$ cat src/spi_diag_pkg.sv
package spi_diag_pkg;

  localparam int FRAME_BITS = 16;
  localparam int CNT_W = 5;
  localparam logic [4:0] FRAME_LEN = 5'h10;
  localparam logic [4:0] OPCODE_LEN = 5'h08;
  localparam logic [3:0] IDX_MSB = 4'hF;
  localparam logic [3:0] IDX_FIRST_DRIVEN = 4'hD;

  // Opcodes in the upper byte of the input frame
  localparam logic [7:0] OP_READ_DIAG = 8'h09;
  localparam logic [7:0] OP_READ_CFG = 8'h28;

  // Fixed upper response bits below the two undriven ones
  localparam logic [4:0] VERIFY_PATTERN = 5'h15;
  localparam logic [1:0] UNDRIVEN_BITS = 2'h0;

  // Temperature state codes and reset values of the readback fields
  localparam logic [1:0] TEMP_STATE_COOL = 2'h3;
  localparam logic [1:0] TEMP_STATE_LIMIT = 2'h2;
  localparam logic [1:0] TEMP_STATE_HOT = 2'h0;
  localparam logic LOCKOUT_RESET = 1'b1;
  localparam logic FRAME_ERR_RESET = 1'b0;

  // Idle levels of the serial pins: clock low, select high, data high
  localparam logic [2:0] PIN_IDLE = 3'h3;

  // Per-output fault codes
  localparam logic [1:0] CODE_SHORT_VS = 2'h1;
  localparam logic [1:0] CODE_SHORT_GND = 2'h2;
  localparam logic [1:0] CODE_NORMAL = 2'h3;
  localparam logic [1:0] CODE_ZERO = 2'h0;

  // Fault events and levels from the protection logic, same clock
  typedef struct packed {
    logic undervoltage;
    logic shorted_load;
    logic out_a_short_vs;
    logic out_a_short_gnd;
    logic out_b_short_vs;
    logic out_b_short_gnd;
    logic open_load;
    logic current_limit_event;
    logic tj_above_limit;
    logic tj_above_shutdown;
    logic outputs_enabled;
    logic clear_by_enable;
    logic lockout_set;
    logic lockout_release;
  } fault_in_t;

  // Current configuration held by the write logic
  typedef struct packed {
    logic disable_pin_function;
    logic pump_power_sel;
    logic out_a_enable;
    logic out_b_enable;
    logic [1:0] ilim_sel;
  } cfg_in_t;

endpackage : spi_diag_pkg

$ cat src/pin_sync.sv
module pin_sync #(
  parameter int WIDTH = 3,
  parameter logic [WIDTH-1:0] RESET_VALUE = '1
) (
  input wire logic clk,
  input wire logic resetn,
  input wire logic [WIDTH-1:0] async_in,
  output logic [WIDTH-1:0] sync_out
);

  logic [WIDTH-1:0] stage1_reg;

  // Two flops per line, only the second is read
  always_ff @(posedge clk) begin
    if (!resetn) begin
      stage1_reg <= RESET_VALUE;
      sync_out <= RESET_VALUE;
    end else begin
      stage1_reg <= async_in;
      sync_out <= stage1_reg;
    end
  end

endmodule : pin_sync

$ cat src/spi_config_diag_readback.sv
// How it works
// - Read-diagnostic opcode 0x09 returns diagnostic byte in the same frame.
// - After a valid read-diagnostic frame, all latched diagnostic entries are cleared.
// - Write-config frames also return diagnostic byte but clear nothing.
// - Every response: top two bits undriven, 10101 on 13:9, error flag at 8.
// - Error flag reads 0 after a valid frame, latches 1 on a bad frame.
// - Temperature state 11 cool, 10 in limit band, 00 above shutdown; latched.
// - Config byte echoes two-bit current-limit selection, default 10.
// - Output-control bit is 1 only when both output enables are set.
// - Config byte reports lockout (default 1), pump power and pin function.
// - Low nibble codes: 01 short supply, 10 short ground, 11 normal; open load reads 00/11.
// - 11/00 pattern shows shorted load; all zero shows undervoltage or power-on.
// - Current-limit flag latches 0 on overcurrent, reads 1 otherwise.
// - Limit-reduction and overtemperature flags latch 0 on their thresholds.
// - Enable status bit follows present output enable state, unlatched.
// - Higher-priority faults overwrite lower; data returns after undervoltage.
// - Clearing discards overwritten data; codes read zero after power-on reset.
// - Config-read opcode 0x28 answers configuration in the lower byte.
module spi_config_diag_readback
  import spi_diag_pkg::*;
#(
  parameter logic [1:0] WRITE_CFG_PREFIX = 2'h3
) (
  input wire logic clk,
  input wire logic resetn,
  input wire logic sclk_pin,
  input wire logic cs_n_pin,
  input wire logic si_pin,
  output logic so_out,
  output logic so_oe_n,
  input wire fault_in_t fault_in,
  input wire cfg_in_t cfg_in,
  output logic frame_error_flag,
  output logic diag_cleared
);

  logic sclk_s;
  logic cs_n_s;
  logic si_s;

  // Synchroniser resets to the idle pin levels, so no false edge follows reset
  pin_sync #(.WIDTH(3), .RESET_VALUE(PIN_IDLE)) u_sync (
    .clk(clk),
    .resetn(resetn),
    .async_in({sclk_pin, cs_n_pin, si_pin}),
    .sync_out({sclk_s, cs_n_s, si_s})
  );

  logic sclk_d_reg;
  logic cs_n_d_reg;
  logic [CNT_W-1:0] rx_cnt_reg;
  logic [7:0] opcode_reg;
  logic [FRAME_BITS-1:0] tx_reg;
  logic [3:0] bit_idx_reg;
  logic frame_err_reg;

  // Latched fault state
  logic shorted_reg;
  logic a_vs_reg;
  logic a_gnd_reg;
  logic b_vs_reg;
  logic b_gnd_reg;
  logic open_reg;
  logic por_reg;
  logic ilim_hit_n_reg;
  logic reduced_n_reg;
  logic hot_n_reg;
  logic [1:0] temp_state_reg;
  logic lockout_reg;

  // Edge detection on synchronised pins
  wire sclk_rise = sclk_s & ~sclk_d_reg;
  wire sclk_fall = ~sclk_s & sclk_d_reg;
  wire cs_start = ~cs_n_s & cs_n_d_reg;
  wire cs_end = cs_n_s & ~cs_n_d_reg;
  wire active = ~cs_n_s;

  // Frame judgement and opcode decode
  wire frame_valid = (rx_cnt_reg == FRAME_LEN);
  wire op_done = active & sclk_fall & (rx_cnt_reg == OPCODE_LEN - 5'h01);
  wire [7:0] opcode_now = {opcode_reg[6:0], si_s};
  wire is_diagnostic_status = (opcode_reg == OP_READ_DIAG);
  wire diag_read_clear = cs_end & frame_valid & is_diagnostic_status;
  wire diag_clear = diag_read_clear | fault_in.clear_by_enable;

  // Priority encoding of per-output codes
  wire any_short = a_vs_reg | a_gnd_reg | b_vs_reg | b_gnd_reg;
  wire [1:0] a_code_raw = a_vs_reg ? CODE_SHORT_VS :
                          a_gnd_reg ? CODE_SHORT_GND : CODE_NORMAL;
  wire [1:0] b_code_raw = b_vs_reg ? CODE_SHORT_VS :
                          b_gnd_reg ? CODE_SHORT_GND : CODE_NORMAL;
  wire zero_codes = fault_in.undervoltage | por_reg;
  wire use_shorted = shorted_reg;
  wire use_open = open_reg & ~any_short;
  wire [1:0] out_a_code = zero_codes ? CODE_ZERO : use_shorted ? CODE_ZERO :
                          use_open ? CODE_NORMAL : a_code_raw;
  wire [1:0] out_b_code = zero_codes ? CODE_ZERO : use_shorted ? CODE_NORMAL :
                          use_open ? CODE_ZERO : b_code_raw;

  // Response lower bytes
  wire outputs_cfg_on = cfg_in.out_a_enable & cfg_in.out_b_enable;
  wire [7:0] diag_byte = {fault_in.outputs_enabled, hot_n_reg, reduced_n_reg, ilim_hit_n_reg,
                          out_b_code, out_a_code};
  wire [7:0] cfg_byte = {cfg_in.disable_pin_function, cfg_in.pump_power_sel,
                         outputs_cfg_on, lockout_reg, cfg_in.ilim_sel,
                         temp_state_reg};
  wire sel_diag = (opcode_now == OP_READ_DIAG) |
                  (opcode_now[7:6] == WRITE_CFG_PREFIX);
  wire sel_cfg = (opcode_now == OP_READ_CFG);
  wire [7:0] low_byte = sel_diag ? diag_byte : sel_cfg ? cfg_byte : 8'h00;
  wire [7:0] high_byte = {UNDRIVEN_BITS, VERIFY_PATTERN, frame_err_reg};

  // Temperature state: keep the worst state seen until cleared
  wire [1:0] temp_seen = fault_in.tj_above_shutdown ? TEMP_STATE_HOT :
                         fault_in.tj_above_limit ? TEMP_STATE_LIMIT : TEMP_STATE_COOL;
  wire [1:0] temp_base = diag_clear ? TEMP_STATE_COOL : temp_state_reg;
  wire [1:0] temp_state_next = (temp_seen < temp_base) ? temp_seen : temp_base;

  // Pin edge history
  always_ff @(posedge clk) begin
    if (!resetn) begin
      sclk_d_reg <= 1'b0;
      cs_n_d_reg <= 1'b1;
    end else begin
      sclk_d_reg <= sclk_s;
      cs_n_d_reg <= cs_n_s;
    end
  end

  // Receive counter and opcode shifter
  always_ff @(posedge clk) begin
    if (!resetn) begin
      rx_cnt_reg <= '0;
      opcode_reg <= 8'h00;
    end else if (cs_start) begin
      rx_cnt_reg <= '0;
      opcode_reg <= 8'h00;
    end else if (active & sclk_fall) begin
      if (rx_cnt_reg != 5'h1F)
        rx_cnt_reg <= rx_cnt_reg + 5'h01;
      if (rx_cnt_reg < OPCODE_LEN)
        opcode_reg <= opcode_now;
    end
  end

  // Response word: upper byte at frame start, lower byte after opcode
  always_ff @(posedge clk) begin
    if (!resetn) begin
      tx_reg <= '0;
    end else if (cs_start) begin
      tx_reg <= {high_byte, 8'h00};
    end else if (op_done) begin
      tx_reg[7:0] <= low_byte;
    end
  end

  // Serial out, changes on sclk rise, upper two bits undriven
  always_ff @(posedge clk) begin
    if (!resetn) begin
      bit_idx_reg <= IDX_MSB;
      so_out <= 1'b0;
      so_oe_n <= 1'b1;
    end else if (cs_start | ~active) begin
      bit_idx_reg <= IDX_MSB;
      so_out <= 1'b0;
      so_oe_n <= 1'b1;
    end else if (sclk_rise) begin
      so_out <= tx_reg[bit_idx_reg];
      so_oe_n <= (bit_idx_reg > IDX_FIRST_DRIVEN);
      bit_idx_reg <= bit_idx_reg - 4'h1;
    end
  end

  // Frame error flag, judged at each frame end
  always_ff @(posedge clk) begin
    if (!resetn) begin
      frame_err_reg <= FRAME_ERR_RESET;
    end else if (cs_end) begin
      frame_err_reg <= ~frame_valid;
    end
  end

  // Latched short and open entries, set wins over clear
  always_ff @(posedge clk) begin
    if (!resetn) begin
      shorted_reg <= 1'b0;
      a_vs_reg <= 1'b0;
      a_gnd_reg <= 1'b0;
      b_vs_reg <= 1'b0;
      b_gnd_reg <= 1'b0;
      open_reg <= 1'b0;
    end else begin
      shorted_reg <= fault_in.shorted_load | (shorted_reg & ~diag_clear);
      a_vs_reg <= fault_in.out_a_short_vs | (a_vs_reg & ~diag_clear);
      a_gnd_reg <= fault_in.out_a_short_gnd | (a_gnd_reg & ~diag_clear);
      b_vs_reg <= fault_in.out_b_short_vs | (b_vs_reg & ~diag_clear);
      b_gnd_reg <= fault_in.out_b_short_gnd | (b_gnd_reg & ~diag_clear);
      open_reg <= fault_in.open_load | (open_reg & ~diag_clear);
    end
  end

  // Power-on marker and active-low latched flags
  always_ff @(posedge clk) begin
    if (!resetn) begin
      por_reg <= 1'b1;
      ilim_hit_n_reg <= 1'b1;
      reduced_n_reg <= 1'b1;
      hot_n_reg <= 1'b1;
    end else begin
      por_reg <= por_reg & ~diag_clear;
      ilim_hit_n_reg <= ~fault_in.current_limit_event & (ilim_hit_n_reg | diag_clear);
      reduced_n_reg <= ~fault_in.tj_above_limit & (reduced_n_reg | diag_clear);
      hot_n_reg <= ~fault_in.tj_above_shutdown & (hot_n_reg | diag_clear);
    end
  end

  // Temperature state and lockout
  always_ff @(posedge clk) begin
    if (!resetn) begin
      temp_state_reg <= TEMP_STATE_COOL;
      lockout_reg <= LOCKOUT_RESET;
    end else begin
      temp_state_reg <= temp_state_next;
      lockout_reg <= fault_in.lockout_set | (lockout_reg & ~fault_in.lockout_release);
    end
  end

  // Status outputs
  always_ff @(posedge clk) begin
    if (!resetn) begin
      frame_error_flag <= FRAME_ERR_RESET;
      diag_cleared <= 1'b0;
    end else begin
      frame_error_flag <= cs_end ? ~frame_valid : frame_err_reg;
      diag_cleared <= diag_read_clear;
    end
  end

endmodule : spi_config_diag_readback

$ cat config.mk
export PLATFORM = sky130hd
export DESIGN_NAME = spi_config_diag_readback
export DESIGN_NICKNAME = d
export VERILOG_FILES = /design/src/spi_diag_pkg.sv /design/src/pin_sync.sv /design/src/spi_config_diag_readback.sv
export SDC_FILE = /design/constraint.sdc
export NUM_CORES = 1
export LEC_CHECK = 0
export ABC_AREA = 1
export BUFFER_PORTS_ARGS = -buffer_cell sky130_fd_sc_hd__buf_4
export CORE_ASPECT_RATIO = 1.5
export CORE_MARGIN = 5
export CORE_UTILIZATION = 60
export CTS_CLUSTER_DIAMETER = 80
export DETAILED_ROUTE_END_ITERATION = 8
export PLACE_DENSITY = 0.82
export SYNTH_ARGS = -nofsm -noshare
export SYNTH_HDL_FRONTEND = slang
export SYNTH_HIERARCHICAL = 1
export SYNTH_SLANG_ARGS = --single-unit
$ cat constraint.sdc
create_clock -name clk -period 2.9 [get_ports clk]
set_clock_uncertainty 0.05 [all_clocks]
set_input_delay 0.725 -clock clk [delete_from_list [all_inputs] [get_ports clk]]
set_output_delay 0.725 -clock clk [all_outputs]
set_load 0.005 [all_outputs]
* Yosys cells after proc, flatten, opt, wreduce, memory -nomap -nowiden
Cells that the tools add are included.
** Storage, ports and cells
- Bits in registers :: 52
- Input port bits :: 25
- Output and inout port bits :: 4
- Logic and storage cells :: 110
** Cells by class
- Add/subtract/negate cells :: 2
- $lt $le $gt $ge :: 4
- Eq/ne operators :: 7
- Muxes and demuxes :: 18
- Bitwise logic cells :: 50
- Reductions and logical operators :: 4
** Operator list (count)
- 2-to-1 mux 2 bit :: 11
- AND 1 bit :: 21
- OR 1 bit :: 17
- equality test 8 x 4 -> 1 bit, second input constant :: 2
- 2-to-1 mux 8 bit :: 2
- inverter 1 bit :: 12
- equality test 8 x 6 -> 1 bit, second input constant :: 1
- adder 5 x 1 -> 5 bit, second input constant :: 1
- equality test 5 x 3 -> 1 bit, second input constant :: 1
- equality test 5 bit, second input constant :: 1
- less-than comparator 4 x 5 -> 1 bit, second input constant :: 1
- less-than comparator 5 x 4 -> 1 bit, second input constant :: 1
- != test 5 bit, second input constant :: 1
- binary-select mux 1 bit (select 4 bit) :: 1
- > comparator 4 bit, second input constant :: 1
- 2-to-1 mux 1 bit :: 4
- AND reduction 2 bit :: 2
- OR reduction 2 bit :: 2
- subtractor 4 x 1 -> 4 bit, second input constant :: 1
- equality test 2 bit, second input constant :: 1
- less-than comparator 2 bit :: 1

* Depth between registers and ports, before layout
- Word-level depth :: 9
- Mapped depth :: 11
- Mapped depth without buffers :: 11

* Cells and area by module
Netlist, hierarchy kept.
** By module, submodules not included
- spi_config_diag_readback :: times used 1, cells an instance 308, area each 2205.9 um2, sequential area each 920.9 um2
- pin_sync :: times used 1, cells an instance 18, area each 165.2 um2, sequential area each 120.1 um2

* Worst setup path before layout
Ideal clock, no wire load.
- Kind :: input port to flip-flop
- Start point :: input fault_in[2] (netlist bit)
- End point :: register temp_state_reg[0]
- Library setup time :: 0.118 ns
- Arrival time :: 1.504 ns
- Required time :: 2.732 ns
- Slack :: 1.228 ns
- Cell stages on the path :: 7
- Buffers on the path :: 0
- Cell sequence :: clkinv_1 nand3_1 ha_1 inv_1 o21ai_0 nor2_1 o21ai_1
** On the way
- Cells in the longest elaborated chain, start to end :: 4
** RTL lines
- start: declaration :: RTL line spi_config_diag_readback.sv:31 : input wire fault_in_t fault_in,
- OR 1 bit (*) :: RTL line spi_config_diag_readback.sv:84 : wire diag_clear = diag_read_clear | fault_in.clear_by_enable;
- 2-to-1 mux 2 bit (*) :: RTL line spi_config_diag_readback.sv:116 : wire [1:0] temp_base = diag_clear ? TEMP_STATE_COOL : temp_state_reg;
- less-than comparator 2 bit :: RTL line spi_config_diag_readback.sv:117 : wire [1:0] temp_state_next = (temp_seen < temp_base) ? temp_seen : temp_base;
- 2-to-1 mux 2 bit (*) :: RTL line spi_config_diag_readback.sv:117
- end signal: assignment :: RTL line spi_config_diag_readback.sv:223 : temp_state_reg <= temp_state_next;
- end: declaration :: RTL line spi_config_diag_readback.sv:68 : logic [1:0] temp_state_reg;
Mark *: on every way between the ends. The rest lies on a longest branch, timed or not.
A chain may end at the register's enable or synchronous reset.

* Final worst setup path
- Start point :: register rx_cnt_reg[0]
- End point :: register temp_state_reg[0]
** On the way
- Cells in the longest elaborated chain, start to end :: 7
** RTL lines
- start: declaration :: RTL line spi_config_diag_readback.sv:51 : logic [CNT_W-1:0] rx_cnt_reg;
- start signal: assignment :: RTL line spi_config_diag_readback.sv:140 : rx_cnt_reg <= rx_cnt_reg + 5'h01;
- equality test 5 bit (*) :: RTL line spi_config_diag_readback.sv:79 : wire frame_valid = (rx_cnt_reg == FRAME_LEN);
- AND 1 bit (*) (2 in a row) :: RTL line spi_config_diag_readback.sv:83 : wire diag_read_clear = cs_end & frame_valid & is_diagnostic_status;
- OR 1 bit (*) :: RTL line spi_config_diag_readback.sv:84
- 2-to-1 mux 2 bit (*) :: RTL line spi_config_diag_readback.sv:116
- less-than comparator 2 bit :: RTL line spi_config_diag_readback.sv:117
- 2-to-1 mux 2 bit (*) :: RTL line spi_config_diag_readback.sv:117
Marked as above.

==> run_results.csv <==
group,metric,value,unit
cells_and_area,antenna_cells,0,
synthesis,ys_seq_area_share,43.9,%
routing,wl,4680,um
clock_tree,clk_pin_slew_worst_paths,80,ps
pwr,switchingPower,0.275,mW
cells_and_area,largest_reg_flops,10,
status,outcome,"finished, final reports clean",
setup_path,timing.rr.start,"rx_cnt_reg[0]",
pwr,clkPwrFrac,34.0,%
timing,finalCritPeriodShare,66.2,%
clock_tree,cts-root-buf,"clkbuf_8",
floorplan,fp.dieW,61.3,um
global_routing,grt_max_degree,16,
synthesis,yosysWarningCount,6,
routing,drc,0,
routing,top_layer,"met4",
placement,hpwl,3670,um
timing,fmax,521,MHz
hold_path,hold-path-endpoint,"u_sync/sync_out[0]",
placement,pre_cts_slack,916,ps
floorplan,ios,29,
cells_and_area,drive_gt1_share,15.8,%
routing,dr.pass1.iters,4,
timing,finalWorstSetupSlack,979,ps
pwr,vdd_ir_drop_max,467,uV
routing,wl_met1,1920,um
timing,relSlewSlack,67.0,%
setup_path,crit_type,"reg2reg",
pwr,p_leak,1.31,nW
timing,post-route-min-period,1920,ps
setup_path,crit_required,3040,ps
global_routing,grt_pass1_vias,1987,
clock_tree,post_cts_resized,0,
pwr,switching_share,21.8,%
timing,drv_slew,0,
global_routing,gr-total-overflow,0,
placement,post_dp_cell_area,2600,sq um
pwr,power_frac_seq,59.1,%
synthesis,syn_area,2370,sq um
pwr,p_int,0.987,mW
clock_tree,clk_path_buf_depth,2,
setup_path,cp-start-kind,"flip-flop",
synthesis,avgSynthCellArea,7.27,sq um
clock_tree,clk_latency,300,ps
routing,wl_met2,2470,um
routing,met3_length,221,um
global_routing,track_usage,19.9,%
global_routing,antenna_found_initial,0,
floorplan,fp.dieArea,5330,sq um
hold_path,holdCritPathClass,"reg2reg",
global_routing,grt_pass1_wl,8160,um
routing,detail_route.vias_per_cell,5.12,
setup_path,critPathArrivalTime,2060,ps
clock_tree,tritoncts,"done",
cells_and_area,num-nets-final,387,
routing,detail_route.wl_per_cell,11.7,um
clock_tree,cts_hold_buf,0,
synthesis,synth-seq-cells,52,
timing,fin_tns_setup,0,ps
pwr,power_density,468,nW/um^2
routing,drtIter0Drc,91,
synthesis,ys_types,25,
setup_path,reg2reg_depth,11,
cells_and_area,stdcell_area,2700,sq um
setup_path,end_kind,"flip-flop",
floorplan,die_height,87.0,um
placement,place.gp.congestion,0.806,
clock_tree,cts.sinks,52,
synthesis,synth_fp_nets,358,
cells_and_area,mostFrequentLayoutCells,"55 x inv_1, 53 x nand2_1, 52 x dfxtp_1, 36 x nand3_1, 30 x nor2_1",
floorplan,placementRows,28,
timing,setup_viol,0,
setup_path,worst-path-max-fanout,10,
hold_path,hp-start,"u_sync/stage1_reg[0]",
timing,timing_hold_violations_final,0,
routing,drtAntennaViolNets,0,
setup_path,r2r_slack,980,ps
cells_and_area,num-fill-cells,333,
floorplan,coreArea,3890,sq um
timing,rsz0062_at_grt,"false",
synthesis,synthCells,326,
clock_tree,htree_num_levels,2,
run,maxCapViolCount,0,
setup_path,startpoint,"rx_cnt_reg[0]",
clock_tree,cts_made_buffers,5,
cells_and_area,layout_commonest_cell,"inv_1",
routing,vias,2046,
placement,portBuffers,28,
hold_path,min_delay_path_depth,2,
floorplan,start_util,61.0,%
timing,tightest_slew,493,ps
setup_path,regToRegEndpoint,"temp_state_reg[0]",
timing,hold_ws,361,ps
pwr,comb_power_share,6.9,%
cells_and_area,area_growth,13.7,%
clock_tree,cts_setup_buffers,0,
## synthesized netlist by cell type, drive strengths merged
| cell | n | area share, % |
|---|---|---|
| a21oi | 30 | 6.5 |
| buf | 6 | 1.6 |
| clkinv | 1 | 0.16 |
| dfxtp | 52 | 44 |
| ha | 7 | 3.7 |
| inv | 59 | 9.3 |
| nand2 | 62 | 11 |
| nand3 | 37 | 8.0 |
| nand4 | 3 | 0.79 |
| nor2 | 34 | 6.4 |
| nor3 | 5 | 1.5 |
| o211ai | 4 | 1.3 |
| o21ai | 25 | 5.3 |
| or2 | 1 | 0.26 |
## power groups by stage
stage | logic [mW] | registers, mW | clock network (mW)
global placement | 0.0847 | 0.761 | 0
global route | 0.100 | 0.748 | 0.469
detailed placement | 0.0873 | 0.762 | 0
floorplan | 0.0521 | 0.758 | 0
finish | 0.0868 | 0.745 | 0.429
CTS | 0.0876 | 0.745 | 0.438
## worst max path at each step
stage / endpoint
3_3_place_gp: tx_reg[7]
5_1_grt: temp_state_reg[0]
2_1_floorplan: temp_state_reg[0]
3_5_place_dp: tx_reg[7]
6_report: temp_state_reg[0]
4_1_cts: temp_state_reg[0]
## worst max-delay path, stage by stage (launching register included)
cell     delay [ps]
dfxtp_1         350
inv_1            80
ha_1            160
nand4_1         110
nor2_1          200
nand2_2         180
nand3_1         130
ha_1            240
inv_1            50
o21ai_0          60
nor2_1          130
o21ai_1          70
## cell families (layout without fill, tap and decap cells)
kind of cell | count (synthesis) | in the layout | share of synthesized area [%]
AO/OA/AOI/OAI | 59 | 59 | 13.0
AND/OR/NAND/NOR | 142 | 142 | 28.2
adder cells (fa/ha/maj) | 7 | 7 | 3.69
buffers and inverters | 66 | 95 | 11.1
flip-flops | 52 | 52 | 43.9
## layout make-up
type	count	area (sq um)	share of cell area, %
multi-input cells	208	1070	39.6
flip-flops and latches	52	1040	38.6
inverters	60	225	8.36
repair buffers	28	210	7.80
clock buffers	7	96.3	3.57
well taps	45	56.3	2.09
## per-layer routing
layer  track usage [%]  vias up
li1                  -     1091
met2              35.6       40
met5                 0        -
met3              4.45        7
met1              22.1      908
met4              7.30        0
## metrics by stage
stage,power [mW],instances,utilization [%]
after detailed placement,0.849,393,66.8
final,1.26,400,69.3
after floorplan,0.810,326,-
after global routing,1.32,400,69.3
after global placement,0.846,393,66.8
after CTS,1.27,400,69.3
Note: power is estimated with default switching activity, not from simulation.
